--- src/core/lpoc_params.svh ---
// Constants of the LVDS pixel output control block: register map, fields, resets and timing.
// Assumes inclusion by bare name from the package and the core module only.
`ifndef LPOC_PARAMS_SVH
`define LPOC_PARAMS_SVH

// Register offsets on the plain register port.
`define LPOC_REG_CONTROL 4'h0
`define LPOC_REG_MODE 4'h1
`define LPOC_REG_STATUS 4'h2
`define LPOC_REG_STRAP 4'h3

// Control register fields.
`define LPOC_CTL_OEN_BIT 0
`define LPOC_CTL_OSS_BIT 1
`define LPOC_CTL_MAP_BIT 2
`define LPOC_CTL_LFM_BIT 3
`define LPOC_CTL_D18_BIT 4
`define LPOC_CTL_OSC_BIT 5
`define LPOC_CTL_RESET 8'h00

// Mode register fields: code in the low nibble, override enable on top.
`define LPOC_MODE_OVR_BIT 7
`define LPOC_MODE_RESET 8'h01

// Configuration codes of the strap.
`define LPOC_MODE_FIRST 4'h1
`define LPOC_MODE_LEGACY 4'h9

// Clock lane pattern per frame, bit 0 leaves first: two high, three low, two high.
`define LPOC_CLK_PATTERN 7'h63
`define LPOC_BITS_PER_LANE 7

// Timing at the 100 ns system clock.
`define LPOC_CLK_NS 100
`define LPOC_LOCK_SETTLE_NS 2000
`define LPOC_LOCK_SETTLE_CYC ((`LPOC_LOCK_SETTLE_NS + `LPOC_CLK_NS - 1) / `LPOC_CLK_NS)
`define LPOC_OSC_HALF_NS 400
`define LPOC_OSC_HALF_CYC (`LPOC_OSC_HALF_NS / `LPOC_CLK_NS)

// Cipher seed held only inside the block; the value is arbitrary.
`define LPOC_KEY_SEED 24'h5a3c91

`endif

--- src/core/lpoc_pkg.sv ---
// Types shared by the LVDS pixel output control block.
// Assumes lpoc_params.svh is on the include path.
package lpoc_pkg;
    `include "lpoc_params.svh"

    // Link state, one-hot.
    typedef enum logic [2:0] {
        LPOC_DOWN    = 3'b001,
        LPOC_ACQUIRE = 3'b010,
        LPOC_LOCKED  = 3'b100
    } lpoc_state_t;

    typedef logic [3:0] lpoc_code_t;
    typedef logic [7:0] lpoc_byte_t;
endpackage : lpoc_pkg

--- src/core/lpoc_output_control.sv ---
// Output stage and mode control of a video deserializer: frames recovered pixels onto four LVDS
// data lanes and one LVDS clock lane, drives lock and link-check pins, decodes the mode strap.
// Assumes clk at 10 MHz, synchronous active-high rst, and all pin inputs asynchronous to clk.
//
// Our own choices: the register addresses and strobed register access.
`timescale 1ns/1ns
`include "lpoc_params.svh"

module lpoc_output_control
    import lpoc_pkg::*;
#(
    parameter int LOCK_SETTLE_CYC = `LPOC_LOCK_SETTLE_CYC,
    parameter int OSC_HALF_CYC = `LPOC_OSC_HALF_CYC
) (
    // Clock and reset.
    input wire logic clk,
    input wire logic rst,
    // Register port.
    input wire lpoc_pkg::lpoc_code_t reg_addr,
    input wire lpoc_pkg::lpoc_byte_t reg_wdata,
    input wire logic reg_wr,
    input wire logic reg_rd,
    output lpoc_pkg::lpoc_byte_t reg_rdata,
    // Pins from the link front end and the board.
    input wire logic powerdown_release,
    input wire logic serial_active,
    input wire logic cdr_lock,
    input wire logic pixel_clock,
    input wire lpoc_pkg::lpoc_byte_t pix_red,
    input wire lpoc_pkg::lpoc_byte_t pix_green,
    input wire lpoc_pkg::lpoc_byte_t pix_blue,
    input wire logic pix_hsync,
    input wire logic pix_vsync,
    input wire logic pix_de,
    input wire logic audio_in,
    input wire logic audio_island,
    input wire logic protect_active,
    // Strap pins.
    input wire logic output_drive_enable_pin,
    input wire logic sleep_state_select_pin,
    input wire logic color_map_select_pin,
    input wire logic low_rate_mode_pin,
    input wire lpoc_pkg::lpoc_code_t mode_strap,
    // Parallel status and audio outputs with enables.
    output logic lock_out,
    output logic lock_oe,
    output logic link_check_out,
    output logic link_check_oe,
    output logic audio_out,
    output logic audio_oe,
    // LVDS lanes.
    output logic [3:0] lvds_data_lane,
    output logic lvds_clock_lane,
    output logic lvds_oe,
    // Mode outputs.
    output logic relay_mode,
    output logic legacy_compat,
    output logic audio_set_b,
    output logic long_cable_eq,
    output logic line_rate_x4
);
    import lpoc_pkg::*;

    localparam int SYNC_W = 42;
    localparam logic [23:0] KEY_SEED = `LPOC_KEY_SEED;

    // Decodes a strap code into relay, legacy, second audio set and cable equalizer bits.
    function automatic logic [3:0] decode_mode(input lpoc_code_t code);
        logic [3:0] m;
        lpoc_code_t k;
        m = 4'h0;
        k = code - 4'h1;
        if (code == `LPOC_MODE_LEGACY) begin
            m = 4'b0100;
        end else if (code >= `LPOC_MODE_FIRST && code < `LPOC_MODE_LEGACY) begin
            m = {k[1], 1'b0, k[0], k[2]}; // Relay, legacy off, second audio set, cable equalizer.
        end
        return m;
    endfunction : decode_mode

    // Builds one 28-bit frame, lane n in bits 7n+6..7n, bit 0 of each lane first on the wire.
    function automatic logic [27:0] build_frame(input lpoc_byte_t r, input lpoc_byte_t g,
        input lpoc_byte_t b, input logic hs, input logic vs, input logic de, input logic aud,
        input logic msb_l3, input logic d18);
        logic [5:0] sr, sg, sb;
        logic [1:0] tr, tg, tb;
        logic [6:0] l3;
        sr = (msb_l3 && !d18) ? r[5:0] : r[7:2];
        sg = (msb_l3 && !d18) ? g[5:0] : g[7:2];
        sb = (msb_l3 && !d18) ? b[5:0] : b[7:2];
        tr = msb_l3 ? r[7:6] : r[1:0];
        tg = msb_l3 ? g[7:6] : g[1:0];
        tb = msb_l3 ? b[7:6] : b[1:0];
        l3 = d18 ? 7'h00 : {aud, tb, tg, tr};
        return {l3, de, vs, hs, sb[5:2], sb[1:0], sg[5:1], sg[0], sr};
    endfunction : build_frame

    // Two-flop synchronisers for every pin input; stage one feeds only stage two.
    logic [SYNC_W-1:0] sync_a;
    logic [SYNC_W-1:0] sync_b;
    logic pclk_prev;
    logic pdb_prev;
    always_ff @(posedge clk) begin
        if (rst) begin
            sync_a <= '0;
            sync_b <= '0;
            pclk_prev <= 1'b0;
            pdb_prev <= 1'b0;
        end else begin
            sync_a <= {powerdown_release, serial_active, cdr_lock, pixel_clock, pix_red, pix_green,
                       pix_blue, pix_hsync, pix_vsync, pix_de, audio_in, audio_island, protect_active,
                       output_drive_enable_pin, sleep_state_select_pin, color_map_select_pin,
                       low_rate_mode_pin, mode_strap};
            sync_b <= sync_a;
            pclk_prev <= sync_b[38];
            pdb_prev <= sync_b[41];
        end
    end

    logic pdb_s, act_s, cdr_s, pclk_s, hs_s, vs_s, de_s, aud_s, isl_s, prot_s;
    logic oen_p, oss_p, map_p, lfm_p;
    lpoc_byte_t r_s, g_s, b_s;
    lpoc_code_t strap_s;
    assign {pdb_s, act_s, cdr_s, pclk_s, r_s, g_s, b_s, hs_s, vs_s, de_s, aud_s, isl_s, prot_s,
            oen_p, oss_p, map_p, lfm_p, strap_s} = sync_b;
    wire pdb_rise = pdb_s && !pdb_prev;
    wire pclk_rise = pclk_s && !pclk_prev;

    // Link state: lock is granted only after a stable recovery interval.
    lpoc_state_t state;
    logic [15:0] settle_cnt;
    always_ff @(posedge clk) begin
        if (rst || !pdb_s) begin
            state <= LPOC_DOWN;
            settle_cnt <= 16'h0000;
        end else begin
            unique case (state)
                LPOC_DOWN: begin
                    state <= LPOC_ACQUIRE;
                    settle_cnt <= 16'h0000;
                end
                LPOC_ACQUIRE: begin
                    if (!(act_s && cdr_s)) begin
                        settle_cnt <= 16'h0000;
                    end else if (settle_cnt == 16'(LOCK_SETTLE_CYC - 1)) begin
                        state <= LPOC_LOCKED;
                    end else begin
                        settle_cnt <= settle_cnt + 16'h0001;
                    end
                end
                LPOC_LOCKED: begin
                    if (!(act_s && cdr_s)) begin
                        state <= LPOC_ACQUIRE;
                        settle_cnt <= 16'h0000;
                    end
                end
            endcase
        end
    end
    wire locked = (state == LPOC_LOCKED);
    logic locked_prev;
    always_ff @(posedge clk) begin
        if (rst) begin
            locked_prev <= 1'b0;
        end else begin
            locked_prev <= locked;
        end
    end
    wire lock_lost = locked_prev && !locked;

    // Control register: straps load at power-down release, writes override at once.
    lpoc_byte_t ctrl;
    always_ff @(posedge clk) begin
        if (rst) begin
            ctrl <= `LPOC_CTL_RESET;
        end else if (reg_wr && reg_addr == `LPOC_REG_CONTROL) begin
            ctrl <= reg_wdata; // set wins over the self-clear below
        end else begin
            if (pdb_rise) begin
                ctrl[`LPOC_CTL_OEN_BIT] <= oen_p;
                ctrl[`LPOC_CTL_OSS_BIT] <= oss_p;
                ctrl[`LPOC_CTL_MAP_BIT] <= map_p;
                ctrl[`LPOC_CTL_LFM_BIT] <= lfm_p;
            end else if (lock_lost) begin
                ctrl[`LPOC_CTL_OEN_BIT] <= 1'b0;
            end
        end
    end
    wire output_drive_enable = ctrl[`LPOC_CTL_OEN_BIT];
    wire oss = ctrl[`LPOC_CTL_OSS_BIT];
    wire msb_l3 = ctrl[`LPOC_CTL_MAP_BIT];
    wire d18 = ctrl[`LPOC_CTL_D18_BIT];
    wire osc_en = ctrl[`LPOC_CTL_OSC_BIT];

    // Mode register and strap latch.
    lpoc_byte_t mode_reg;
    lpoc_code_t strap_latch;
    always_ff @(posedge clk) begin
        if (rst) begin
            mode_reg <= `LPOC_MODE_RESET;
            strap_latch <= `LPOC_MODE_FIRST;
        end else begin
            if (reg_wr && reg_addr == `LPOC_REG_MODE) begin
                mode_reg <= reg_wdata;
            end
            if (pdb_rise) begin
                strap_latch <= strap_s;
            end
        end
    end
    wire [3:0] mode_bits = decode_mode(mode_reg[`LPOC_MODE_OVR_BIT] ? mode_reg[3:0] : strap_latch);

    // Mode outputs and the line-rate ratio.
    always_ff @(posedge clk) begin
        if (rst) begin
            relay_mode <= 1'b0;
            legacy_compat <= 1'b0;
            audio_set_b <= 1'b0;
            long_cable_eq <= 1'b0;
            line_rate_x4 <= 1'b0;
        end else begin
            {relay_mode, legacy_compat, audio_set_b, long_cable_eq} <= mode_bits;
            line_rate_x4 <= ctrl[`LPOC_CTL_LFM_BIT] && !mode_bits[2];
        end
    end

    // Keystream generator: the seed stays internal and has no read path.
    logic [23:0] keystream;
    always_ff @(posedge clk) begin
        if (rst || !prot_s) begin
            keystream <= KEY_SEED;
        end else if (pclk_rise) begin
            keystream <= {keystream[22:0], keystream[23] ^ keystream[22] ^ keystream[21] ^ keystream[16]};
        end
    end
    wire [23:0] plain = {r_s, g_s, b_s} ^ (prot_s ? keystream : 24'h000000);
    wire aud_plain = (isl_s && prot_s) ? (aud_s ^ keystream[0]) : aud_s;

    // Frame shifter: loads one pixel per pixel clock rise and sends seven bit periods per lane.
    logic [27:0] frame;
    logic [6:0] clk_pat;
    logic [2:0] bit_cnt;
    always_ff @(posedge clk) begin
        if (rst || !locked) begin
            frame <= 28'h0000000;
            clk_pat <= 7'h00;
            bit_cnt <= 3'h0;
        end else if (pclk_rise) begin
            frame <= build_frame(plain[23:16], plain[15:8], plain[7:0], hs_s, vs_s, de_s, aud_plain,
                                 msb_l3, d18);
            clk_pat <= `LPOC_CLK_PATTERN;
            bit_cnt <= 3'h0;
        end else if (bit_cnt != 3'(`LPOC_BITS_PER_LANE - 1)) begin
            frame <= {1'b0, frame[27:22], 1'b0, frame[20:15], 1'b0, frame[13:8], 1'b0, frame[6:1]};
            clk_pat <= {1'b0, clk_pat[6:1]};
            bit_cnt <= bit_cnt + 3'h1;
        end
    end

    // Free-running oscillator for the clock lane while idle.
    logic osc;
    logic [7:0] osc_cnt;
    always_ff @(posedge clk) begin
        if (rst || !osc_en) begin
            osc <= 1'b0;
            osc_cnt <= 8'h00;
        end else if (osc_cnt == 8'(OSC_HALF_CYC - 1)) begin
            osc <= !osc;
            osc_cnt <= 8'h00;
        end else begin
            osc_cnt <= osc_cnt + 8'h01;
        end
    end

    // Output state table.
    always_ff @(posedge clk) begin
        if (rst || !pdb_s) begin
            {lock_out, lock_oe, link_check_out, link_check_oe, audio_out, audio_oe} <= 6'h00;
            lvds_data_lane <= 4'h0;
            lvds_clock_lane <= 1'b0;
            lvds_oe <= 1'b0;
        end else if (!output_drive_enable) begin
            lock_out <= locked;
            lock_oe <= 1'b1;
            {link_check_out, audio_out, lvds_clock_lane} <= 3'h0;
            lvds_data_lane <= 4'h0;
            {link_check_oe, audio_oe, lvds_oe} <= {3{!oss}};
        end else begin
            {lock_oe, link_check_oe, audio_oe, lvds_oe} <= 4'hf;
            if (oss && locked) begin
                lock_out <= 1'b1;
                link_check_out <= 1'b1;
                audio_out <= aud_plain;
                lvds_data_lane <= {frame[21], frame[14], frame[7], frame[0]};
                lvds_clock_lane <= clk_pat[0];
            end else begin
                lock_out <= 1'b0;
                if (!oss || act_s) begin
                    link_check_out <= 1'b0;
                end else begin
                    link_check_out <= link_check_out;
                end
                audio_out <= 1'b0;
                lvds_data_lane <= 4'h0;
                lvds_clock_lane <= (!oss && !act_s && osc_en) ? osc : 1'b0;
            end
        end
    end

    // Register read port: data stands only in the cycle after the read strobe.
    always_ff @(posedge clk) begin
        if (rst || !reg_rd) begin
            reg_rdata <= 8'h00;
        end else begin
            unique case (reg_addr)
                `LPOC_REG_CONTROL: reg_rdata <= ctrl;
                `LPOC_REG_MODE: reg_rdata <= mode_reg;
                `LPOC_REG_STATUS: reg_rdata <= {line_rate_x4, relay_mode, legacy_compat, audio_set_b,
                                                long_cable_eq, act_s, link_check_out, locked};
                `LPOC_REG_STRAP: reg_rdata <= {4'h0, strap_latch};
                default: reg_rdata <= 8'h00;
            endcase
        end
    end
endmodule : lpoc_output_control

--- config.mk ---
export PLATFORM = sky130hd
export DESIGN_NAME = lpoc_output_control
export DESIGN_NICKNAME = d
export VERILOG_FILES = /design/src/core/lpoc_pkg.sv /design/src/core/lpoc_output_control.sv
export VERILOG_INCLUDE_DIRS = /design/src /design/src/core
export SDC_FILE = /design/constraint.sdc
export NUM_CORES = 1
export LEC_CHECK = 0
export BUFFER_PORTS_ARGS = -buffer_cell sky130_fd_sc_hd__buf_4
export CAP_MARGIN = 15
export CORE_UTILIZATION = 50
export CTS_CLUSTER_SIZE = 16
export DETAILED_ROUTE_END_ITERATION = 10
export GPL_ROUTABILITY_DRIVEN = 0
export GPL_TIMING_DRIVEN = 0
export PLACE_DENSITY = 0.69
export SLEW_MARGIN = 15
export SYNTH_ARGS = -nofsm -noshare
export SYNTH_HDL_FRONTEND = slang
export SYNTH_SLANG_ARGS = --single-unit
--- constraint.sdc ---
create_clock -name clk -period 2 [get_ports clk]
set_input_delay 0.4 -clock clk [delete_from_list [all_inputs] [get_ports clk]]
set_output_delay 0.4 -clock clk [all_outputs]
set_load 0.005 [all_outputs]
==> results_dict.tcl, run 1 <==
set metrics [dict create \
    status "finished, final reports clean" \
    met3_usage_pct 4.054 \
    synth_nets 1035 \
    rsz0062_at_grt "no" \
    postSynthAreaPerCell_um2 9.126 \
    fmax_ghz 0.5266 \
    clk_pin_slew_ns 0.06 \
    clock_latency_ns 0.52 \
    cts_hold_buf 0 \
    crit_chain "buf_2 > nand2b_1 > clkbuf_4 > buf_4 > buf_2 > o311ai_1 > a21oi_1" \
    synthTopCellsByArea "dfxtp_1 (50%), nand2_1 (7.5%), nor2b_1 (6.7%)" \
    detail_route.iter0.violations 708 \
    path_buf_inv 4 \
    endpoint_kind "register" \
    worstHoldPathType "in2reg" \
    power_leakage_nw 4.088 \
    clkPwrFrac_pct 47.2 \
    synth_compound_area_share_pct 10.75 \
    yosysMostFrequentCell "dfxtp_1" \
    maxCapViolations 0 \
    dp_hpwl_mm 15.10 \
    crit_family "buffers and inverters" \
    synth_edf_count 0 \
    fin_crit_sh_pct 94.95 \
    grt_first_pass_wirelength_mm 34.10 \
    cts_buffers 23 \
    clockBufferDepth 3 \
    combPwrFrac_pct 5.0 \
    cts_max_level 1 \
    clock_skew_ns 0.01419 \
    core_area_um2 17300 \
    p_seq_share_pct 47.8 \
    grt_max_degree 16 \
    drt-total-wl_mm 21.19 \
    synthSimpleGateAreaFrac_pct 25.15 \
    cts_setup_buffers 0 \
    final_hold_viol_count 0 \
    stdcell_count 1318 \
    met1_usage_pct 33.13 \
    yosys-top-cells-count "dfxtp_1 (220), nand2_1 (176), nor2b_1 (95)" \
    drc_errors 0 \
    ys.warnings.count 0 \
    synthToLayoutAreaGrowth_pct 19.49 \
    cp.arrival_ns 2.28 \
    power.internal_w 0.007445 \
    synth_area_um2 8861 \
    cts_tree "done" \
    async_flop_share_pct 0 \
    ios 83 \
    p_sw_share_pct 21.52 \
    grt_pass1_vias 6578 \
    p_per_area_nw_per_um2 896.1 \
    synthDistinctLibCells 58 \
    fin_area_um2 10590 \
    ys_ff_latch 220 \
    dp.cells 1277 \
    first_pass_iters 6 \
    synth_top_flop_cell "dfxtp_1" \
    clockRootBuffer "clkbuf_16" \
    grt.busiest_layer "met2" \
    seq_area_frac_synth_pct 49.70 \
    num_rows 48 \
    relSlewSlack_pct 50.68 \
    synth_fa_ha_area_share_pct 0.8472 \
    portBuffers 81 \
    synthXorXnorAreaFrac_pct 1.483 \
    p_sw_w 0.002042 \
    tightest_slew_ns 0.7399 \
    vias 7212 \
    synth_mux_area_share_pct 8.430 \
    grt.overflow.total 0 \
    drive_above_1_share_pct 16.65 \
    numClockSinks 220 \
    die-area_um2 18260 \
    diodes 0 \
    die_w_um 135.1 \
    criticalPathCategory "reg2reg" \
    grt_util_all_layers_pct 23.68 \
    initial_core_util_pct 51.23 \
    crit_top_cell "buf_2" \
    cp_slowest_cell "o311ai_1" \
    die_h_um 135.1 \
    start_kind "register" \
    min_period_ns 1.899 \
    placed_area_um2 9751 \
    setup_viol 0 \
    syn_inst 971 \
    wire_per_inst_um 16.07 \
    top_regs "sync_a (42), sync_b (42), frame (28)" \
    drtAntennaViolNets 0 \
    yosysTopAreaCell "dfxtp_1" \
    vdd_drop_max_mv 0.8482 \
    via_per_inst 5.472 \
    synth_top_family_by_area "simple AND/OR/NAND/NOR gates" \
    cp_max_fo 10 \
    grtUsageMet2_pct 37.29 \
    slew_viol_final 0 \
    yosys.area.top_type_share_pct 49.70 \
    nNetsFinal 1141 \
    critPathRequiredTime_ns 2.38 \
    antenna_found_initial 0 \
    critical-path-max-stage-delay_ns 0.43 \
]
worst paths after layout:
path                         start                     end  slack [ns]  depth (start not counted)
max reg2reg   ctrl[2]$_SDFFE_PP0P_  frame[14]$_SDFFE_PP0P_        0.10                          7
min reg2reg  sync_a[11]$_SDFF_PP0_   sync_b[11]$_SDFF_PP0_        0.43                          1
min                   audio_island    sync_a[9]$_SDFF_PP0_        0.09                          2
max           ctrl[2]$_SDFFE_PP0P_  frame[14]$_SDFFE_PP0P_        0.10                          7
per-layer routing:
| layer | share of wire (%) | up-vias |
|---|---|---|
| li1 | - | 3547 |
| met1 | 45 | 3358 |
| met2 | 46 | 264 |
| met3 | 6.8 | 43 |
| met4 | 2.0 | 0 |
| met5 | 0 | - |
layout make-up:
type                       instances  area (um2)
buffer                            63       304.0
timing repair buffer              81       608.1
multi-input combinational        680        4146
fill                            1519        6709
sequential                       220        4404
inverter                           8       30.03
tap                              225       281.5
clock buffer                      30       661.9
clock inverter                    11       151.4
metrics by stage:
step                TNS [ns]  hold slack (ns)  utilization, %  power [W]  worst slack (ns)
detailed placement   -0.4972           0.4206           56.37   0.005097          -0.09559
CTS                        0          0.07896           61.10   0.009569          0.009470
global placement     -0.4623           0.4170           56.37   0.005087          -0.08573
floorplan                  0           0.4120               -   0.004894            0.3199
global route               0          0.08153           61.21   0.009812         0.0004046
finish                     0          0.08938           61.21   0.009487            0.1010
kinds of logic after synthesis:
family,count (synthesis)
xor+xnor,15
buf+inv,71
flops,220
compound gates,155
fa+ha+maj,6
mux,47
simple gates,457
layout by cell type (no fill, tap or decap), types with 8 or more instances in the layout:
master     instances
dfxtp_1          220
nand2_1          176
nor2b_1           95
buf_4             85
nor2_1            75
a21oi_1           66
nand3_1           48
clkbuf_1          35
mux2i_1           24
clkbuf_16         23
mux4_2            22
o21ai_0           20
o311ai_1          17
a31oi_1           13
buf_2             10
a211oi_1          10
nand2b_1           8
xor2_1             8
power groups by stage:
stage	Clock, W	Combinational [W]	Sequential (W)
2_1_floorplan	0	0.000287	0.00461
4_1_cts	0.00457	0.000470	0.00453
5_1_grt	0.00476	0.000516	0.00454
6_report	0.00448	0.000470	0.00454
3_5_place_dp	0	0.000467	0.00463
3_3_place_gp	0	0.000459	0.00463
what timing repair did:
action                                  CTS  global route
endpoints found under the setup margin    8            28
gates resized for setup                   1            15
hold endpoints to repair                  0             0
Power figures use the tool's default switching activity.
==> run 2, diff against run 1 <==
--- a/config.mk
+++ b/config.mk
@@ -8,12 +8,14 @@
 export LEC_CHECK = 0
 export BUFFER_PORTS_ARGS = -buffer_cell sky130_fd_sc_hd__buf_4
 export CAP_MARGIN = 15
-export CORE_UTILIZATION = 50
+export CELL_PAD_IN_SITES_DETAIL_PLACEMENT = 0
+export CELL_PAD_IN_SITES_GLOBAL_PLACEMENT = 1
+export CORE_UTILIZATION = 45
 export CTS_CLUSTER_SIZE = 16
 export DETAILED_ROUTE_END_ITERATION = 10
 export GPL_ROUTABILITY_DRIVEN = 0
 export GPL_TIMING_DRIVEN = 0
-export PLACE_DENSITY = 0.69
+export PLACE_DENSITY_LB_ADDON = 0.1
 export SLEW_MARGIN = 15
 export SYNTH_ARGS = -nofsm -noshare
 export SYNTH_HDL_FRONTEND = slang
==> run 2 against run 1 <==
Clock power up 3%. Total power up 1.6%. Combinational power up 2%. Core utilization down 5.0 points. Critical path depth down 1. First-iteration DRC count down 36%. Non-clock buffer count down 1. Wire length up 3.3%. Die area up 11%. Register-to-register slack worse by 0.03 ns. Worst setup slack worse by 0.031 ns.
==> results_dict.tcl, run 2 (synthesized netlist as in run 1, its figures left out) <==
set metrics [dict create \
    criticalPathCategory "reg2reg" \
    synthToLayoutAreaGrowth_pct 20.71 \
    mostFrequentLayoutCell "dfxtp_1" \
    p_per_area_nw_per_um2 901.3 \
    setup_viol 0 \
    cts_buffers 24 \
    status "finished, final reports clean" \
    power_leakage_nw 4.126 \
    numClockSinks 220 \
    grt_util_all_layers_pct 22.15 \
    fmax_ghz 0.5182 \
    fin_hold_ws_ns 0.1013 \
    slew_viol_final 0 \
    worstHoldPathType "in2reg" \
    nFillCells 1820 \
    die_h_um 142.3 \
    cp_max_fo 10 \
    relSlewSlack_pct 51.69 \
    nNetsFinal 1141 \
    cts_hold_buf 0 \
    min_period_ns 1.930 \
    drt-total-wl_mm 21.88 \
    layout_common_cells "dfxtp_1 (220), nand2_1 (176), nor2b_1 (95)" \
    start_kind "register" \
    vias 7057 \
    tightest_slew_ns 0.7246 \
    grt_max_degree 14 \
    antenna_found_initial 0 \
    cp.arrival_ns 2.30 \
    vdd_drop_max_mv 0.5150 \
    clk_pin_slew_ns 0.06 \
    diodes 0 \
    core_area_um2 19020 \
    detail_route.iter0.violations 451 \
    clock_latency_ns 0.51 \
    critPathRequiredTime_ns 2.37 \
    drc_errors 0 \
    stdcell_count 1355 \
    dp.cells 1312 \
    fin_crit_sh_pct 96.49 \
    maxCapViolations 0 \
    drtAntennaViolNets 0 \
    grt.overflow.total 0 \
    cts_max_level 1 \
    holdPathStages 2 \
    drive_above_1_share_pct 16.80 \
    grt_pass1_vias 6504 \
    via_per_inst 5.208 \
    fin_total_pwr_w 0.009641 \
    cts_setup_buffers 0 \
    clockRootBuffer "clkbuf_16" \
    multiInputGateArea_um2 4174 \
    endpoint_kind "register" \
    first_pass_iters 5 \
    top_regs "sync_a (42), sync_b (42), frame (28)" \
    rrSetupSlack_ns 0.07 \
    portBuffers 81 \
    wire_per_inst_um 16.15 \
    seq_area_um2 4404 \
    die_w_um 142.3 \
    ios 83 \
    initial_core_util_pct 46.59 \
    dp_hpwl_mm 15.59 \
    num_rows 50 \
    rr_worst_depth 6 \
    rsz0062_at_grt "no" \
    final_hold_viol_count 0 \
    clockBufferDepth 3 \
    cts_tree "done" \
    clock_skew_ns 0.008167 \
    grt_first_pass_wirelength_mm 34.87 \
    die-area_um2 20260 \
]
[run 2: routing by layer]
metal / track usage, % / share of wire, %
met1: 32.02 / 49
met2: 34.44 / 44
met3: 3.398 / 4.9
met4: 5.603 / 2.1
met5: 0 / 0
[run 2: final timing paths]
| check | endpoint | start |
|---|---|---|
| max | frame[15]$_SDFFE_PP0P_ | ctrl[4]$_SDFFE_PP0P_ |
| min | sync_a[4]$_SDFF_PP0_ | low_rate_mode_pin |
| max reg2reg | frame[15]$_SDFFE_PP0P_ | ctrl[4]$_SDFFE_PP0P_ |
| min reg2reg | sync_b[23]$_SDFF_PP0_ | sync_a[23]$_SDFF_PP0_ |
[run 2: final cells by class]
type | instances | area share (%)
Sequential cell | 220 | 41.17
Multi-Input combinational cell | 680 | 39.02
Clock buffer | 37 | 6.925
Timing Repair Buffer | 81 | 5.685
Tap cell | 260 | 3.041
Buffer | 62 | 2.842
Clock inverter | 7 | 1.029
Inverter | 8 | 0.2807
[run 2: timing repair]
item                                    in CTS  in global routing
gates resized for setup                      2                 16
pin swaps                                    0                  0
endpoints found under the setup margin      11                 27
[run 2: where the power goes]
| group | switching, W | internal, W |
|---|---|---|
| Sequential | 0.0000579 | 0.00448 |
| Combinational | 0.000242 | 0.000240 |
| Clock | 0.00170 | 0.00292 |
| Total | 0.00200 | 0.00764 |
[run 2: critical path, stage by stage, from the launching register on]
cell	delay, ns
dfxtp_1	0.32
buf_2	0.28
nor2b_4	0.09
clkbuf_4	0.22
buf_2	0.23
o311ai_1	0.53
a21oi_1	0.13
[run 2: stage by stage]
step | setup TNS, ns | setup WS, ns | cell area, um2 | utilization, %
2_1_floorplan | 0 | 0.3199 | 8861 | -
3_3_place_gp | -0.2679 | -0.1011 | 9794 | 51.50
3_5_place_dp | -0.2936 | -0.1262 | 9794 | 51.50
4_1_cts | 0 | 0.002837 | 10650 | 56.01
5_1_grt | 0 | 0.01186 | 10700 | 56.24
6_report | 0 | 0.07025 | 10700 | 56.24
